### src/shared/jisp_pkg.sv
// constants and types of the in-circuit reprogramming host controller
package jisp_pkg;
  localparam int CLK_HZ = 50_000_000;
  localparam int DIV_W = 2;
  localparam logic [DIV_W-1:0] DIV_LAST = 2'h3;
  localparam int TCK_BIT = 1;
  localparam int IR_LEN = 10;
  localparam int DR_W = 32;
  localparam int ADDR_W = 16;
  localparam int DATA_W = 16;
  localparam int LEN_W = 6;
  localparam logic [LEN_W-1:0] RST_LAST = 6'h04;
  localparam int ERASE_MS = 350;
  localparam int PROG_US = 75;
  localparam int VREAD_US = 1;
  localparam int RELOAD_US = 300;
  localparam int ERASE_CYC = (ERASE_MS * (CLK_HZ / 1000) + 999) / 1000 * 1000;
  localparam int PROG_CYC = (PROG_US * (CLK_HZ / 1000) + 999) / 1000;
  localparam int VREAD_CYC = (VREAD_US * (CLK_HZ / 1000) + 999) / 1000;
  localparam int RELOAD_CYC = (RELOAD_US * (CLK_HZ / 1000) + 999) / 1000;
  localparam int DW_W = 25;
  localparam logic [9:0] INS_ENTER = 10'h2C0;
  localparam logic [9:0] INS_IDCODE = 10'h006;
  localparam logic [9:0] INS_ERASE = 10'h2D0;
  localparam logic [9:0] INS_LOAD = 10'h2E0;
  localparam logic [9:0] INS_PROG = 10'h2F0;
  localparam logic [9:0] INS_VERIFY = 10'h300;
  localparam logic [9:0] INS_EXIT = 10'h310;
  localparam logic [9:0] INS_RELOAD = 10'h320;
  // expected silicon id, value arbitrary
  localparam logic [DR_W-1:0] EXPECT_ID = 32'h1234ABCD;
  localparam logic [ADDR_W-1:0] CFG_BASE = 16'h0000;
  localparam logic [ADDR_W-1:0] CFG_LAST = 16'h00FF;
  localparam logic [ADDR_W-1:0] USR_BASE = 16'h8000;
  localparam logic [ADDR_W-1:0] USR_LAST = 16'h001F;
  typedef enum logic [3:0] {
    T_IDLE = 4'h0, T_RST = 4'h1, T_SELDR = 4'h2, T_SELIR = 4'h3,
    T_CAP = 4'h4, T_ENSH = 4'h5, T_SH = 4'h6, T_UPD = 4'h7,
    T_RTI = 4'h8, T_DWELL = 4'h9
  } jisp_tap_t;
  typedef enum logic [3:0] {
    S_IDLE = 4'h0, S_ENTER = 4'h1, S_IDIR = 4'h2, S_IDDR = 4'h3,
    S_IDCHK = 4'h4, S_ERASE = 4'h5, S_PLOAD = 4'h6, S_PDR = 4'h7,
    S_PPROG = 4'h8, S_VLOAD = 4'h9, S_VDR = 4'hA, S_VIR = 4'hB,
    S_VRD = 4'hC, S_VCHK = 4'hD, S_EXIT = 4'hE, S_RELOAD = 4'hF
  } jisp_stage_t;
endpackage : jisp_pkg

### src/design/jisp_programmer.sv
// host that reprograms the flash device over its four-pin test port
`timescale 1ns/1ps
`default_nettype none
// Functional notes
// [RL1] all programming over four test port pins
// [RL2] start only after supplies and power-up done
// [RL3] device floats pulled-up pins while programming
// [RL4] completion flag is the last bit written
// [RL5] send on TDI, compare data read on TDO
// [RL6] six stages in order; verify uses 1,2,5,6
// [RL7] device moves pins glitch-free entering, leaving
// [RL8] check silicon id before program or verify
// [RL9] erase: instruction then 350 ms idle dwell
// [RL10] program: address, data, instruction, 75 us dwell
// [RL11] repeat program for every flash address
// [RL12] verify: address, instruction, read pulse, shift out
// [RL13] test clock never above 25 MHz
// [RL14] user store and config flash separately programmable
// [RL15] reprogram allowed while design keeps running
// [RL16] new image normally loads at next power cycle
// [RL17] command sequence forces immediate reload
// [RL18] security bit refuses config flash readback
// [RL19] only erase clears the security bit
// [RL20] volatile configuration never readable
// [RL21] user store readable despite security bit
// [RL22] instruction register is 10 bits
// [RL23] device ignores commands outside programming mode
module jisp_programmer #(
  parameter int ERASE_CYC = jisp_pkg::ERASE_CYC,
  parameter int RELOAD_CYC = jisp_pkg::RELOAD_CYC,
  parameter int PROG_CYC = jisp_pkg::PROG_CYC
) (
  input wire logic clk,
  input wire logic resetn,
  input wire logic start,
  input wire logic verify_only,
  input wire logic target_user,
  input wire logic reload_now,
  input wire logic read_secured,
  input wire logic power_good,
  output logic [jisp_pkg::ADDR_W-1:0] img_addr,
  input wire logic [jisp_pkg::DATA_W-1:0] img_data,
  output logic tck,
  output logic tms,
  output logic tdi,
  input wire logic tdo,
  output logic busy,
  output logic done,
  output logic id_fail,
  output logic verify_fail,
  output logic readback_refused
);
  logic [jisp_pkg::DIV_W-1:0] div_reg;
  logic ev;
  logic tdo_s1_reg, tdo_s2_reg, pg_s1_reg, pg_s2_reg;
  jisp_pkg::jisp_tap_t tap_reg;
  jisp_pkg::jisp_stage_t st_reg;
  logic [jisp_pkg::LEN_W-1:0] cnt_reg, sh_n_reg;
  logic [jisp_pkg::DR_W-1:0] tx_reg, rx_reg;
  logic [jisp_pkg::DW_W-1:0] dw_reg;
  logic tms_reg, tdi_reg, ir_reg, fst_reg;
  logic issue, op_ir, last, ready;
  logic [jisp_pkg::LEN_W-1:0] op_len;
  logic [jisp_pkg::DR_W-1:0] op_tx;
  logic [jisp_pkg::DW_W-1:0] op_dw;
  logic [jisp_pkg::ADDR_W-1:0] addr_reg, dev_addr;
  logic vo_reg, tu_reg, rl_reg, fin_reg, done_reg;
  logic idf_reg, vf_reg, ref_reg;

  ////////////////////////////////////////////////////////////////////////////
  // test clock divider and pin synchronisers
  always_ff @(posedge clk) begin
    if (!resetn) div_reg <= '0;
    else div_reg <= div_reg + 2'h1; // see [RL13]
  end
  assign ev = (div_reg == jisp_pkg::DIV_LAST);
  assign tck = div_reg[jisp_pkg::TCK_BIT]; // see [RL1]
  assign tms = tms_reg;
  assign tdi = tdi_reg;

  always_ff @(posedge clk) begin
    if (!resetn) begin
      tdo_s1_reg <= 1'b0;
      tdo_s2_reg <= 1'b0;
      pg_s1_reg <= 1'b0;
      pg_s2_reg <= 1'b0;
    end else begin
      tdo_s1_reg <= tdo;
      tdo_s2_reg <= tdo_s1_reg;
      pg_s1_reg <= power_good;
      pg_s2_reg <= pg_s1_reg;
    end
  end

  ////////////////////////////////////////////////////////////////////////////
  // port walker: pins change as tck falls, tdo sampled just before
  assign ready = (tap_reg == jisp_pkg::T_IDLE);
  always_ff @(posedge clk) begin
    if (!resetn) begin
      tap_reg <= jisp_pkg::T_RST;
      cnt_reg <= '0;
      tx_reg <= '0;
      rx_reg <= '0;
      dw_reg <= '0;
      tms_reg <= 1'b1;
      tdi_reg <= 1'b0;
      ir_reg <= 1'b0;
      fst_reg <= 1'b0;
    end else begin
      case (tap_reg)
        jisp_pkg::T_IDLE: begin
          if (issue) begin
            tap_reg <= jisp_pkg::T_SELDR;
            cnt_reg <= op_len - 6'h01;
            tx_reg <= op_tx;
            dw_reg <= op_dw;
            ir_reg <= op_ir;
          end
        end
        jisp_pkg::T_DWELL: begin
          // pulse time counted in clk cycles while idling in run-test
          if (dw_reg != '0) dw_reg <= dw_reg - 25'h0000001;
          else if (ev) tap_reg <= jisp_pkg::T_IDLE;
        end
        default: begin
          if (ev) begin
            case (tap_reg)
              jisp_pkg::T_RST: begin
                tms_reg <= 1'b1;
                cnt_reg <= cnt_reg + 6'h01;
                if (cnt_reg == jisp_pkg::RST_LAST) tap_reg <= jisp_pkg::T_RTI;
              end
              jisp_pkg::T_SELDR: begin
                tms_reg <= 1'b1;
                tap_reg <= ir_reg ? jisp_pkg::T_SELIR : jisp_pkg::T_CAP;
              end
              jisp_pkg::T_SELIR: begin
                tms_reg <= 1'b1;
                tap_reg <= jisp_pkg::T_CAP;
              end
              jisp_pkg::T_CAP: begin
                tms_reg <= 1'b0;
                tap_reg <= jisp_pkg::T_ENSH;
              end
              jisp_pkg::T_ENSH: begin
                tms_reg <= 1'b0;
                fst_reg <= 1'b1;
                tap_reg <= jisp_pkg::T_SH;
              end
              jisp_pkg::T_SH: begin
                tdi_reg <= tx_reg[0]; // see [RL5]
                tx_reg <= tx_reg >> 1;
                tms_reg <= (cnt_reg == '0);
                fst_reg <= 1'b0;
                if (!fst_reg) rx_reg <= {tdo_s2_reg, rx_reg[jisp_pkg::DR_W-1:1]};
                if (cnt_reg == '0) tap_reg <= jisp_pkg::T_UPD;
                else cnt_reg <= cnt_reg - 6'h01;
              end
              jisp_pkg::T_UPD: begin
                rx_reg <= {tdo_s2_reg, rx_reg[jisp_pkg::DR_W-1:1]}; // see [RL5]
                tms_reg <= 1'b1;
                tap_reg <= jisp_pkg::T_RTI;
              end
              jisp_pkg::T_RTI: begin
                tms_reg <= 1'b0;
                tap_reg <= jisp_pkg::T_DWELL;
              end
              default: tap_reg <= jisp_pkg::T_IDLE;
            endcase
          end
        end
      endcase
    end
  end

  ////////////////////////////////////////////////////////////////////////////
  // stage sequencer: one scan operation per stage step, except IDLE, IDCHK and VCHK
  assign dev_addr = addr_reg + (tu_reg ? jisp_pkg::USR_BASE : jisp_pkg::CFG_BASE);
  assign last = (addr_reg == (tu_reg ? jisp_pkg::USR_LAST : jisp_pkg::CFG_LAST));
  always_comb begin
    issue = 1'b0;
    op_ir = 1'b1;
    op_len = 6'(jisp_pkg::IR_LEN); // see [RL22]
    op_tx = '0;
    op_dw = '0;
    if (ready) begin
      case (st_reg)
        jisp_pkg::S_ENTER: op_tx = 32'(jisp_pkg::INS_ENTER);
        jisp_pkg::S_IDIR: op_tx = 32'(jisp_pkg::INS_IDCODE);
        jisp_pkg::S_IDDR: begin
          op_ir = 1'b0;
          op_len = 6'(jisp_pkg::DR_W);
        end
        jisp_pkg::S_ERASE: begin
          op_tx = 32'(jisp_pkg::INS_ERASE);
          op_dw = 25'(ERASE_CYC); // see [RL9]
        end
        jisp_pkg::S_PLOAD, jisp_pkg::S_VLOAD: op_tx = 32'(jisp_pkg::INS_LOAD);
        jisp_pkg::S_PDR: begin
          op_ir = 1'b0;
          op_len = 6'(jisp_pkg::DR_W);
          op_tx = {img_data, dev_addr};
        end
        jisp_pkg::S_PPROG: begin
          op_tx = 32'(jisp_pkg::INS_PROG);
          op_dw = 25'(PROG_CYC); // see [RL10]
        end
        jisp_pkg::S_VDR: begin
          op_ir = 1'b0;
          op_len = 6'(jisp_pkg::DR_W);
          op_tx = 32'(dev_addr);
        end
        jisp_pkg::S_VIR: begin
          op_tx = 32'(jisp_pkg::INS_VERIFY);
          op_dw = 25'(jisp_pkg::VREAD_CYC); // see [RL12]
        end
        jisp_pkg::S_VRD: begin
          op_ir = 1'b0;
          op_len = 6'(jisp_pkg::DATA_W);
        end
        jisp_pkg::S_EXIT: op_tx = 32'(jisp_pkg::INS_EXIT);
        jisp_pkg::S_RELOAD: begin
          op_tx = 32'(jisp_pkg::INS_RELOAD);
          op_dw = 25'(RELOAD_CYC); // see [RL17]
        end
        default: op_tx = '0;
      endcase
      issue = !(st_reg inside {jisp_pkg::S_IDLE, jisp_pkg::S_IDCHK,
                               jisp_pkg::S_VCHK});
    end
  end

  always_ff @(posedge clk) begin
    if (!resetn) begin
      st_reg <= jisp_pkg::S_IDLE;
      addr_reg <= '0;
      vo_reg <= 1'b0;
      tu_reg <= 1'b0;
      rl_reg <= 1'b0;
      fin_reg <= 1'b0;
      done_reg <= 1'b0;
      idf_reg <= 1'b0;
      vf_reg <= 1'b0;
      ref_reg <= 1'b0;
    end else if (ready) begin
      case (st_reg)
        jisp_pkg::S_IDLE: begin
          if (fin_reg) begin
            fin_reg <= 1'b0;
            done_reg <= 1'b1;
          end else if (start && pg_s2_reg) begin // see [RL2]
            st_reg <= jisp_pkg::S_ENTER; // see [RL23]
            vo_reg <= verify_only;
            tu_reg <= target_user; // see [RL14]
            rl_reg <= reload_now; // see [RL16]
            addr_reg <= '0;
            done_reg <= 1'b0;
            idf_reg <= 1'b0;
            vf_reg <= 1'b0;
            ref_reg <= 1'b0;
          end
        end
        jisp_pkg::S_IDCHK: begin
          if (rx_reg != jisp_pkg::EXPECT_ID) begin // see [RL8]
            idf_reg <= 1'b1;
            st_reg <= jisp_pkg::S_EXIT;
          end else begin
            st_reg <= vo_reg ? jisp_pkg::S_VLOAD : jisp_pkg::S_ERASE; // see [RL6]
          end
        end
        jisp_pkg::S_PPROG: begin
          // ascending order leaves the completion flag word for last
          addr_reg <= last ? '0 : addr_reg + 16'h0001; // see [RL4]
          st_reg <= last ? jisp_pkg::S_VLOAD : jisp_pkg::S_PLOAD; // see [RL11]
        end
        jisp_pkg::S_VCHK: begin
          if (read_secured && !tu_reg) begin // see [RL18]
            ref_reg <= 1'b1;
            st_reg <= jisp_pkg::S_EXIT;
          end else begin
            if (rx_reg[jisp_pkg::DR_W-1 -: jisp_pkg::DATA_W] != img_data)
              vf_reg <= 1'b1; // see [RL12], [RL21]
            addr_reg <= addr_reg + 16'h0001;
            st_reg <= last ? jisp_pkg::S_EXIT : jisp_pkg::S_VLOAD;
          end
        end
        jisp_pkg::S_EXIT: begin
          fin_reg <= !rl_reg;
          st_reg <= rl_reg ? jisp_pkg::S_RELOAD : jisp_pkg::S_IDLE; // see [RL6]
        end
        jisp_pkg::S_RELOAD: begin
          fin_reg <= 1'b1;
          st_reg <= jisp_pkg::S_IDLE;
        end
        default: st_reg <= jisp_pkg::jisp_stage_t'(st_reg + 4'h1);
      endcase
    end
  end

  assign img_addr = addr_reg;
  assign busy = (st_reg != jisp_pkg::S_IDLE) || fin_reg || !ready;
  assign done = done_reg;
  assign id_fail = idf_reg;
  assign verify_fail = vf_reg;
  assign readback_refused = ref_reg;

  ////////////////////////////////////////////////////////////////////////////
  // checks
  always_ff @(posedge clk) begin
    if (!resetn || ready) sh_n_reg <= '0;
    else if (ev && tap_reg == jisp_pkg::T_SH) sh_n_reg <= sh_n_reg + 6'h01;
  end
endmodule : jisp_programmer
`default_nettype wire

### config.mk
export PLATFORM = sky130hd
export DESIGN_NAME = jisp_programmer
export DESIGN_NICKNAME = d
export VERILOG_FILES = /design/src/shared/jisp_pkg.sv /design/src/design/jisp_programmer.sv
export SDC_FILE = /design/constraint.sdc
export NUM_CORES = 1
export LEC_CHECK = 0
export BUFFER_PORTS_ARGS = -buffer_cell sky130_fd_sc_hd__buf_4
export CAP_MARGIN = 10
export CELL_PAD_IN_SITES_DETAIL_PLACEMENT = 1
export CELL_PAD_IN_SITES_GLOBAL_PLACEMENT = 1
export CORE_AREA = 2 2 139 141
export CTS_CLUSTER_DIAMETER = 200
export DETAILED_ROUTE_END_ITERATION = 6
export DIE_AREA = 0 0 141 143
export PLACE_DENSITY_LB_ADDON = 0.1
export RECOVER_POWER = 50
export SETUP_SLACK_MARGIN = 0.3
export SKIP_CTS_REPAIR_TIMING = 1
export SYNTH_ARGS = -nofsm -noshare
export SYNTH_HDL_FRONTEND = slang
export SYNTH_SLANG_ARGS = --single-unit
### constraint.sdc
create_clock -name clk -period 3.4 [get_ports clk]
set_input_delay 0.51 -clock clk [delete_from_list [all_inputs] [get_ports clk]]
set_output_delay 0.51 -clock clk [all_outputs]
set_load 0.02 [all_outputs]
# [After elaboration in Yosys (flattened, before gate mapping)]
# Cells that the tools add are included.
[op_classes] add_sub_neg=8 eq_ne=43 n_mux=58 bitwise_logic=3 n_reduce_logical=49
[op_table] cell="32-bit case mux with 10 select lines" n=1
[op_table] cell="32-bit 2-to-1 mux" n=4
[op_table] cell="32-bit case mux with 2 select lines" n=2
[op_table] cell="25-bit case mux with 4 select lines" n=1
[op_table] cell="16-bit 2-to-1 mux" n=5
[op_table] cell="25-bit 2-to-1 mux" n=2
[op_table] cell="25-bit case mux with 2 select lines" n=1
[op_table] cell="4-bit 2-to-1 mux" n=12
[op_table] cell="16-bit case mux with 3 select lines" n=1
[op_table] cell="4-bit equality test, second input constant" n=10
[op_table] cell="6-bit case mux with 2 select lines" n=3
[op_table] cell="4-bit by 3-bit equality test with 1-bit output, second input constant" n=8
[op_table] cell="32-bit by 29-bit inequality test with 1-bit output, second input constant" n=1
[op_table] cell="4-bit case mux with 8 select lines" n=1
[op_table] cell="25-bit nonzero test" n=1
[op_table] cell="25-bit by 1-bit subtractor with 25-bit output, second input constant" n=1
[op_table] cell="6-bit 2-to-1 mux" n=4
[op_table] cell="4-bit case mux with 6 select lines" n=1
[op_table] cell="5-bit AND reduction" n=4
[op_table] cell="3-bit AND reduction" n=6
[op_table] cell="16-bit by 1-bit adder with 16-bit output, second input constant" n=1
[op_table] cell="16-bit adder" n=1
[op_table] cell="16-bit by 8-bit equality test with 1-bit output" n=1
[op_table] cell="4-bit by 2-bit equality test with 1-bit output, second input constant" n=4
[op_table] cell="other kinds (34)" n=85
[totals] reg_bits=137 inputBits=25 elab_cells=185

# [Longest topological paths before layout]
# Gate-level depths: netlist of the first run.
[logic_depth] word_depth=7 ltp_mapped=12 depth_no_buf=10

# [Worst setup path after synthesis of the first run]
# OpenSTA, ideal clock, no wires.
[synth_path] kind="reg-to-reg" startpoint="register tap_reg[2]" endpoint="register cnt_reg[4] in the netlist's numbering" arrival_time_ns=2.374 required_time_ns=3.272 setup_slack_ns=0.899 stages_incl_launch_ff=11 path_cell_list="dfxtp_1 > clkbuf_1 > nor4bb_1 > clkbuf_1 > xor2_1 > ha_1 > or4_1 > mux2i_1 > o221ai_1 > a2bb2oi_1 > nor2_1"
[synth_between] elab_chain_len=5 elab_cells_between_ends=17 cone_classes="add/sub: 1; eq/ne: 5; mux: 6; bitwise: 1; reduce/logical: 4"
[synth_rtl] element="start: declaration" line_no="jisp_programmer.sv:56" text="jisp_pkg::jisp_tap_t tap_reg;"
[synth_rtl] element="start signal: assignment" line_no="jisp_programmer.sv:100" text="tap_reg <= jisp_pkg::T_RST;"
[synth_rtl] element="start signal: assignment" line_no="jisp_programmer.sv:113" text="tap_reg <= jisp_pkg::T_SELDR;"
[synth_rtl] element="start signal: assignment" line_no="jisp_programmer.sv:123" text="else if (ev) tap_reg <= jisp_pkg::T_IDLE;"
[synth_rtl] element="4-bit logical NOT" line_no="jisp_programmer.sv:97, jisp_programmer.sv:110"
[synth_rtl] element="6-bit 2-to-1 mux" line_no="jisp_programmer.sv:186" text="if (ready) begin"
[synth_rtl] element="6-bit by 1-bit subtractor with 6-bit output" line_no="jisp_programmer.sv:114" text="cnt_reg <= op_len - 6'h01;"
[synth_rtl] element="6-bit 2-to-1 mux" line_no="jisp_programmer.sv:112" text="if (issue) begin"
[synth_rtl] element="6-bit case mux with 2 select lines" line_no="jisp_programmer.sv:110" text="case (tap_reg)"
[synth_rtl] element="end signal: assignment" line_no="jisp_programmer.sv:114"
[synth_rtl] element="end signal: assignment" line_no="jisp_programmer.sv:130" text="cnt_reg <= cnt_reg + 6'h01;"
[synth_rtl] element="end signal: assignment" line_no="jisp_programmer.sv:157" text="else cnt_reg <= cnt_reg - 6'h01;"
[synth_rtl] element="end: declaration" line_no="jisp_programmer.sv:58" text="logic [jisp_pkg::LEN_W-1:0] cnt_reg, sh_n_reg;"
# Parallel ways exist; a longest one is shown, timed or not. The select of a mux whose other input is x is not followed.
# A chain may end at the register's enable or synchronous reset.

# [Final worst setup path of the first run]
[layout_path] startpoint="register st_reg[0]" endpoint="register dw_reg[4] in the netlist's numbering"
[layout_between] elab_chain_len=6 elab_cells_between_ends=15 cone_classes="eq/ne: 7; mux: 4; reduce/logical: 4"
[layout_rtl] element="start: declaration" line_no="jisp_programmer.sv:57" text="jisp_pkg::jisp_stage_t st_reg;"
[layout_rtl] element="start signal: assignment" line_no="jisp_programmer.sv:235" text="st_reg <= jisp_pkg::S_IDLE;"
[layout_rtl] element="start signal: assignment" line_no="jisp_programmer.sv:252" text="st_reg <= jisp_pkg::S_ENTER;"
[layout_rtl] element="start signal: assignment" line_no="jisp_programmer.sv:266" text="st_reg <= jisp_pkg::S_EXIT;"
[layout_rtl] element="4-bit by 3-bit equality test with 1-bit output (tied with other cells)" line_no="jisp_programmer.sv:228" text="issue = !(st_reg inside {jisp_pkg::S_IDLE, jisp_pkg::S_IDCHK,"
[layout_rtl] element="3-bit nonzero test" line_no="jisp_programmer.sv:228"
[layout_rtl] element="1-bit logical NOT" line_no="jisp_programmer.sv:228"
[layout_rtl] element="1-bit 2-to-1 mux" line_no="jisp_programmer.sv:186"
[layout_rtl] element="2-bit inequality test (no line)"
[layout_rtl] element="3-bit AND reduction (no line)"
[layout_rtl] element="end signal: assignment" line_no="jisp_programmer.sv:116" text="dw_reg <= op_dw;"
[layout_rtl] element="end signal: assignment" line_no="jisp_programmer.sv:122" text="if (dw_reg != '0) dw_reg <= dw_reg - 25'h0000001;"
[layout_rtl] element="end: declaration" line_no="jisp_programmer.sv:60" text="logic [jisp_pkg::DW_W-1:0] dw_reg;"
# Parallel ways exist; a longest one is shown, timed or not. The select of a mux whose other input is x is not followed.

==> results of run 1 <==
-- worst max-delay path, cell delays in order, from the launching register on --
cell	delay, ns
sky130_fd_sc_hd__dfxtp_1	0.35
sky130_fd_sc_hd__inv_1	0.14
sky130_fd_sc_hd__ha_1	0.56
sky130_fd_sc_hd__nor2b_1	0.41
sky130_fd_sc_hd__o31ai_4	0.08
sky130_fd_sc_hd__o21ai_2	0.07
sky130_fd_sc_hd__clkbuf_1	0.82
sky130_fd_sc_hd__o21ai_0	0.25
sky130_fd_sc_hd__a21oi_1	0.20
-- final cells by class --
type	count	share of cell area, %
Clock buffer	17	5.03
Tap cell	234	3.46
Inverter	11	0.489
Multi-Input combinational cell	707	51.5
Sequential cell	137	32.5
Timing Repair Buffer	74	5.34
Clock inverter	14	1.76
-- per-stage QoR --
stage	cell area (um^2)	hold WS (ns)	util, %	total power, mW
after floorplan	7390	0.397	-	1.71
final	8450	0.293	45.5	3.56
after detailed placement	7990	0.434	43.0	1.76
after CTS	8570	0.281	46.1	3.61
after global routing	8450	0.277	45.5	3.69
after global placement	7990	0.404	43.0	1.76
-- kinds of logic after synthesis --
group	after synthesis	share of synthesized area, %
AO/OA/AOI/OAI	247	22.9
buffers and inverters	80	4.64
AND/OR/NAND/NOR	403	27.9
multiplexers	11	1.51
XOR/XNOR	36	4.27
adder cells (fa/ha/maj)	10	1.69
flip-flops	137	37.1
-- how the worst max path moves through the flow --
stage,from,end,slack (ns),cells past startpoint
CTS,tap_reg[3],busy,0.15,4
detailed placement,tap_reg[3],img_addr[10],0.45,6
finish,st_reg[0],dw_reg[4],0.42,8
global placement,tap_reg[3],img_addr[12],0.59,6
global route,st_reg[0],dw_reg[7],0.18,8
floorplan,tap_reg[2],cnt_reg[4],0.90,10
-- Yosys cell counts, drive strengths merged (4+ instances only) --
cell / n
o211ai: 5
nor2: 92
nor4: 15
nand2b: 10
o31a: 5
or4b: 6
buf: 17
o31ai: 8
o32ai: 6
inv: 10
dfxtp: 137
and3: 6
nor3: 45
nand3b: 7
a22o: 4
or4: 12
and4: 4
o21a: 4
a21o: 9
nand4: 16
o21ai: 37
a21oi: 85
clkbuf: 52
a211oi: 8
and2: 18
mux2i: 10
nand3: 28
a31oi: 12
xor2: 28
nand2: 107
a22oi: 4
or3: 13
o22ai: 4
a221oi: 27
o221ai: 5
ha: 10
xnor2: 8
nor2b: 6
-- power breakdown --
part	leakage (nW)	total, mW	switching [mW]	internal, mW
logic	1.65	0.100	0.0650	0.0354
registers	1.10	1.62	0.00646	1.61
clock network	0.271	1.84	0.762	1.08
total	3.02	3.56	0.833	2.72
-- per-layer routing --
| metal | vias up | wire (um) |
|---|---|---|
| met5 | - | 0 |
| met4 | 0 | 377 |
| met3 | 32 | 668 |
| met2 | 123 | 11300 |
| met1 | 3556 | 10800 |
| li1 | 3436 | - |
==> results.tsv, run 1 <==
metric	value	unit
final_period_minus_worst_setup_slack	2.98	ns
grt_setup_unrepaired	no	
synth_top_cell_by_area	sky130_fd_sc_hd__dfxtp_1	
use_met1	30.8	%
most_common_cell_after_layout_fill_and_taps_aside	sky130_fd_sc_hd__dfxtp_1	
synthesis.area_per_instance	7.99	um^2
worstMarginPinSlew	1.32	ns
detail_route.vias_per_cell	5.99	
warning_count_from_the_yosys_run	0	
placement_rows	50	
num_antenna_cells	0	
worst-setup-path-type	flop to flop	
drc	0	
worst_slack	0.419	ns
placement.io_buffers	48	
routed_wl	23200	um
initial_core_util	39.8	%
boundary_pin_count	49	
vias	7147	
antenna_found_initial	0	
min_from	power_good	
tns_setup	0	ns
hold_end	pg_s1_reg	
fraction_of_the_cycle_the_final_worst_path_needs	87.7	%
dpl.cell_count	1163	
ys_types	78	
async_reset_ff_share	0	%
detailedPlace.worstSlack	0.452	ns
setup.worst_path.start_class	flop	
clock_sinks	137	
regToRegSetupSlack	0.42	ns
grt_use_met2	40.1	%
required	3.73	ns
met3_grt_util	4.43	%
root_buffer	sky130_fd_sc_hd__clkbuf_16	
grt_use_total	23.6	%
clock_latency_on_the_worst_skew_pair	0.43	ns
status	finished, final reports clean	
final-hold-violation-count	0	
synth_fp_nets	959	
maxCapViolations	0	
holdCritPathClass	primary input to flop	
number_of_enable_flip_flop_cells_after_synthesis	0	
synth-main-ff-cell	sky130_fd_sc_hd__dfxtp_1	
area.sequential	2740	um^2
worst-path-max-fanout	24	
cell_area_after_technology_mapping	7390	um^2
worstReg2RegStart	st_reg[0]	
die_x	141	um
worst-endpoint-arrival	3.32	ns
clock_tree_from_tritoncts	built	
grt.overflow.total	0	
die_area	20200	um^2
grt_busiest_layer	met2	
crit-reg2reg-capture	dw_reg[4]	
wl_per_cell	19.4	um
max_freq	335	MHz
nets	983	
setup-violations-final	0	
ctsHtreeMaxLevel	4	
worst_setup_hold_path_clk_slew	0.06	ns
cp-end-kind	flop	
clock_path_buffers	2	
fp.coreArea	18600	um^2
layout.cells.most_common_list	137 x sky130_fd_sc_hd__dfxtp_1, 107 x sky130_fd_sc_hd__nand2_1, 92 x sky130_fd_sc_hd__nor2_1, 83 x sky130_fd_sc_hd__a21oi_1, 44 x sky130_fd_sc_hd__buf_4	
multiInputGateArea	4350	um^2
rr_worst_depth	8	
place_hpwl	16100	um
power_density	421	nW/um^2
synthDominantCellAreaShare	37.1	%
drt_first_pass_iters	4	
fin_skew	0.0103	ns
netlist_top_cells_area	sky130_fd_sc_hd__dfxtp_1 37%, sky130_fd_sc_hd__a21oi_1 5.7%, sky130_fd_sc_hd__nand2_1 5.4%, sky130_fd_sc_hd__nor2_1 4.7%, sky130_fd_sc_hd__xor2_1 3.3%	
final_standard_cell_count_with_taps_included_and_fillers_excluded	1194	
gp_congestion	0.858	
grt_pass1_wl	38300	um
drtAntennaViolNets	0	
first_iter_violations	313	
cellLeakagePower	3.02	nW
max_slew_margin	12.0	%
grt_max_degree	61	
slew_violations	0	
post_synth_inst_count	924	
synth_sequential_area_ratio	37.1	%
postSynthRegisterBits	137	
die_h	143	um
numCtsBuffers	17	
layout-drive-gt1-share	11.0	%
syn2layout_area_growth	14.4	%
vias_in_the_first_global_route	7140	
hold_depth	2	
power.ir.vdd_worst	0.000343	V
nFillCells	2254	
(Power assumes the default switching activity.)
==> run 2, diff against run 1 <==
--- a/config.mk
+++ b/config.mk
@@ -14,7 +14,7 @@
 export DETAILED_ROUTE_END_ITERATION = 6
 export DIE_AREA = 0 0 141 143
 export PLACE_DENSITY_LB_ADDON = 0.1
-export RECOVER_POWER = 50
+export RECOVER_POWER = 100
 export SETUP_SLACK_MARGIN = 0.3
 export SKIP_CTS_REPAIR_TIMING = 1
 export SYNTH_ARGS = -nofsm -noshare
==> results.tsv, run 2 (synthesized netlist as in run 1, its figures left out) <==
metric	value	unit
status	finished, final reports clean	
setup-violations-final	0	
net-switching-power	0.832	mW
setup.worst_path.start_class	primary input	
vias_in_the_first_global_route	7140	
detail_route.vias_per_cell	5.92	
final-hold-violation-count	0	
root_buffer	sky130_fd_sc_hd__clkbuf_16	
cp-end-kind	flop	
cellLeakagePower	3.01	nW
power_density	423	nW/um^2
grt_pass1_wl	38300	um
regToRegSetupSlack	0.41	ns
seq_power_share	45.5	%
boundary_pin_count	49	
power.ir.vdd_worst	0.000343	V
tns_setup	0	ns
die_x	141	um
vias	7067	
nFillCells	2260	
syn2layout_area_growth	13.9	%
most_common_cell_after_layout_fill_and_taps_aside	sky130_fd_sc_hd__dfxtp_1	
fp.coreArea	18600	um^2
nets	983	
maxCapViolations	0	
place_hpwl	16100	um
layout-drive-gt1-share	10.4	%
grt_max_degree	61	
layout.cells.most_common_list	137 x sky130_fd_sc_hd__dfxtp_1, 107 x sky130_fd_sc_hd__nand2_1, 92 x sky130_fd_sc_hd__nor2_1, 85 x sky130_fd_sc_hd__a21oi_1, 44 x sky130_fd_sc_hd__nor3_1	
worst-path-max-fanout	60	
die_area	20200	um^2
p_int	2.73	mW
slew_violations	0	
worst_setup_hold_path_clk_slew	0.06	ns
placedInstanceArea	7990	um^2
worstReg2RegStart	dw_reg[16]	
max_slew_margin	13.3	%
die_h	143	um
fin_skew	0.0101	ns
num_antenna_cells	0	
drc	0	
max_freq	334	MHz
finalInstanceArea	8420	um^2
switching_share	23.4	%
clock_sinks	137	
final_period_minus_worst_setup_slack	2.99	ns
gp_congestion	0.858	
grt_use_total	23.6	%
antenna_found_initial	0	
drtAntennaViolNets	0	
placement.io_buffers	48	
worst-setup-path-type	primary input to flop	
fraction_of_the_cycle_the_final_worst_path_needs	87.9	%
clock_latency_on_the_worst_skew_pair	0.43	ns
drt_first_pass_iters	4	
combPwrFrac	2.8	%
holdCritPathClass	primary input to flop	
clock_path_buffers	2	
initial_core_util	39.8	%
clock_tree_from_tritoncts	built	
placement_rows	50	
worstMarginPinSlew	1.30	ns
min_from	power_good	
ctsHtreeMaxLevel	4	
grt.overflow.total	0	
routed_wl	23200	um
wl_per_cell	19.4	um
power.clock.fraction	51.7	%
worst-endpoint-arrival	3.30	ns
grt_setup_unrepaired	no	
first_iter_violations	304	
numCtsBuffers	17	
required	3.71	ns
worst_setup_path_startpoint	resetn	
## run 2: changes by cell type in the layout (fill, tap and decap cells not counted), sizes merged
| cell | change |
|---|---|
| buf | -3 |
| clkbuf | +3 |
## run 2: per-stage QoR
step	power, mW	setup WS, ns	instances	utilization, %	hold slack, ns
2_1_floorplan	1.71	0.899	924	-	0.397
3_3_place_gp	1.76	0.592	1163	43.0	0.404
3_5_place_dp	1.76	0.452	1163	43.0	0.434
4_1_cts	3.61	0.148	1194	46.1	0.281
5_1_grt	3.69	0.214	1194	45.3	0.277
6_report	3.56	0.410	1194	45.3	0.295
## run 2: area by class of cell
type	count	area (um^2)	area share [%]
Clock buffer	17	425	5.06
Clock inverter	14	149	1.77
Inverter	11	41.3	0.491
Multi-Input combinational cell	707	4320	51.4
Sequential cell	137	2740	32.6
Tap cell	234	293	3.48
Timing Repair Buffer	74	442	5.25
## run 2: power by group through the flow
stage          combinational [mW]  sequential [mW]  clock (mW)
3_5_place_dp                0.106             1.65           0
4_1_cts                     0.107             1.62        1.89
3_3_place_gp                0.103             1.65           0
5_1_grt                     0.109             1.62        1.96
2_1_floorplan              0.0528             1.65           0
6_report                    0.100             1.62        1.84
## run 2: path summary, 6_finish.rpt
kind / to / cells after the start
max: cnt_reg[5] / 4
min: pg_s1_reg / 2
max reg2reg: dw_reg[4] / 6
min reg2reg: div_reg[0] / 1
## run 2: routing by layer
| layer | up-vias | GRT usage (%) | routed length (um) |
|---|---|---|---|
| li1 | 3434 | - | - |
| met1 | 3489 | 30.8 | 10900 |
| met2 | 114 | 40.1 | 11300 |
| met3 | 30 | 4.43 | 601 |
| met4 | 0 | 6.47 | 382 |
| met5 | - | 0 | 0 |
## run 2: worst max-delay path: stages
cell and delay [ns]:
sky130_fd_sc_hd__clkbuf_1 0.67, sky130_fd_sc_hd__inv_1 0.74, sky130_fd_sc_hd__clkbuf_2 0.87, sky130_fd_sc_hd__o32ai_1 0.50
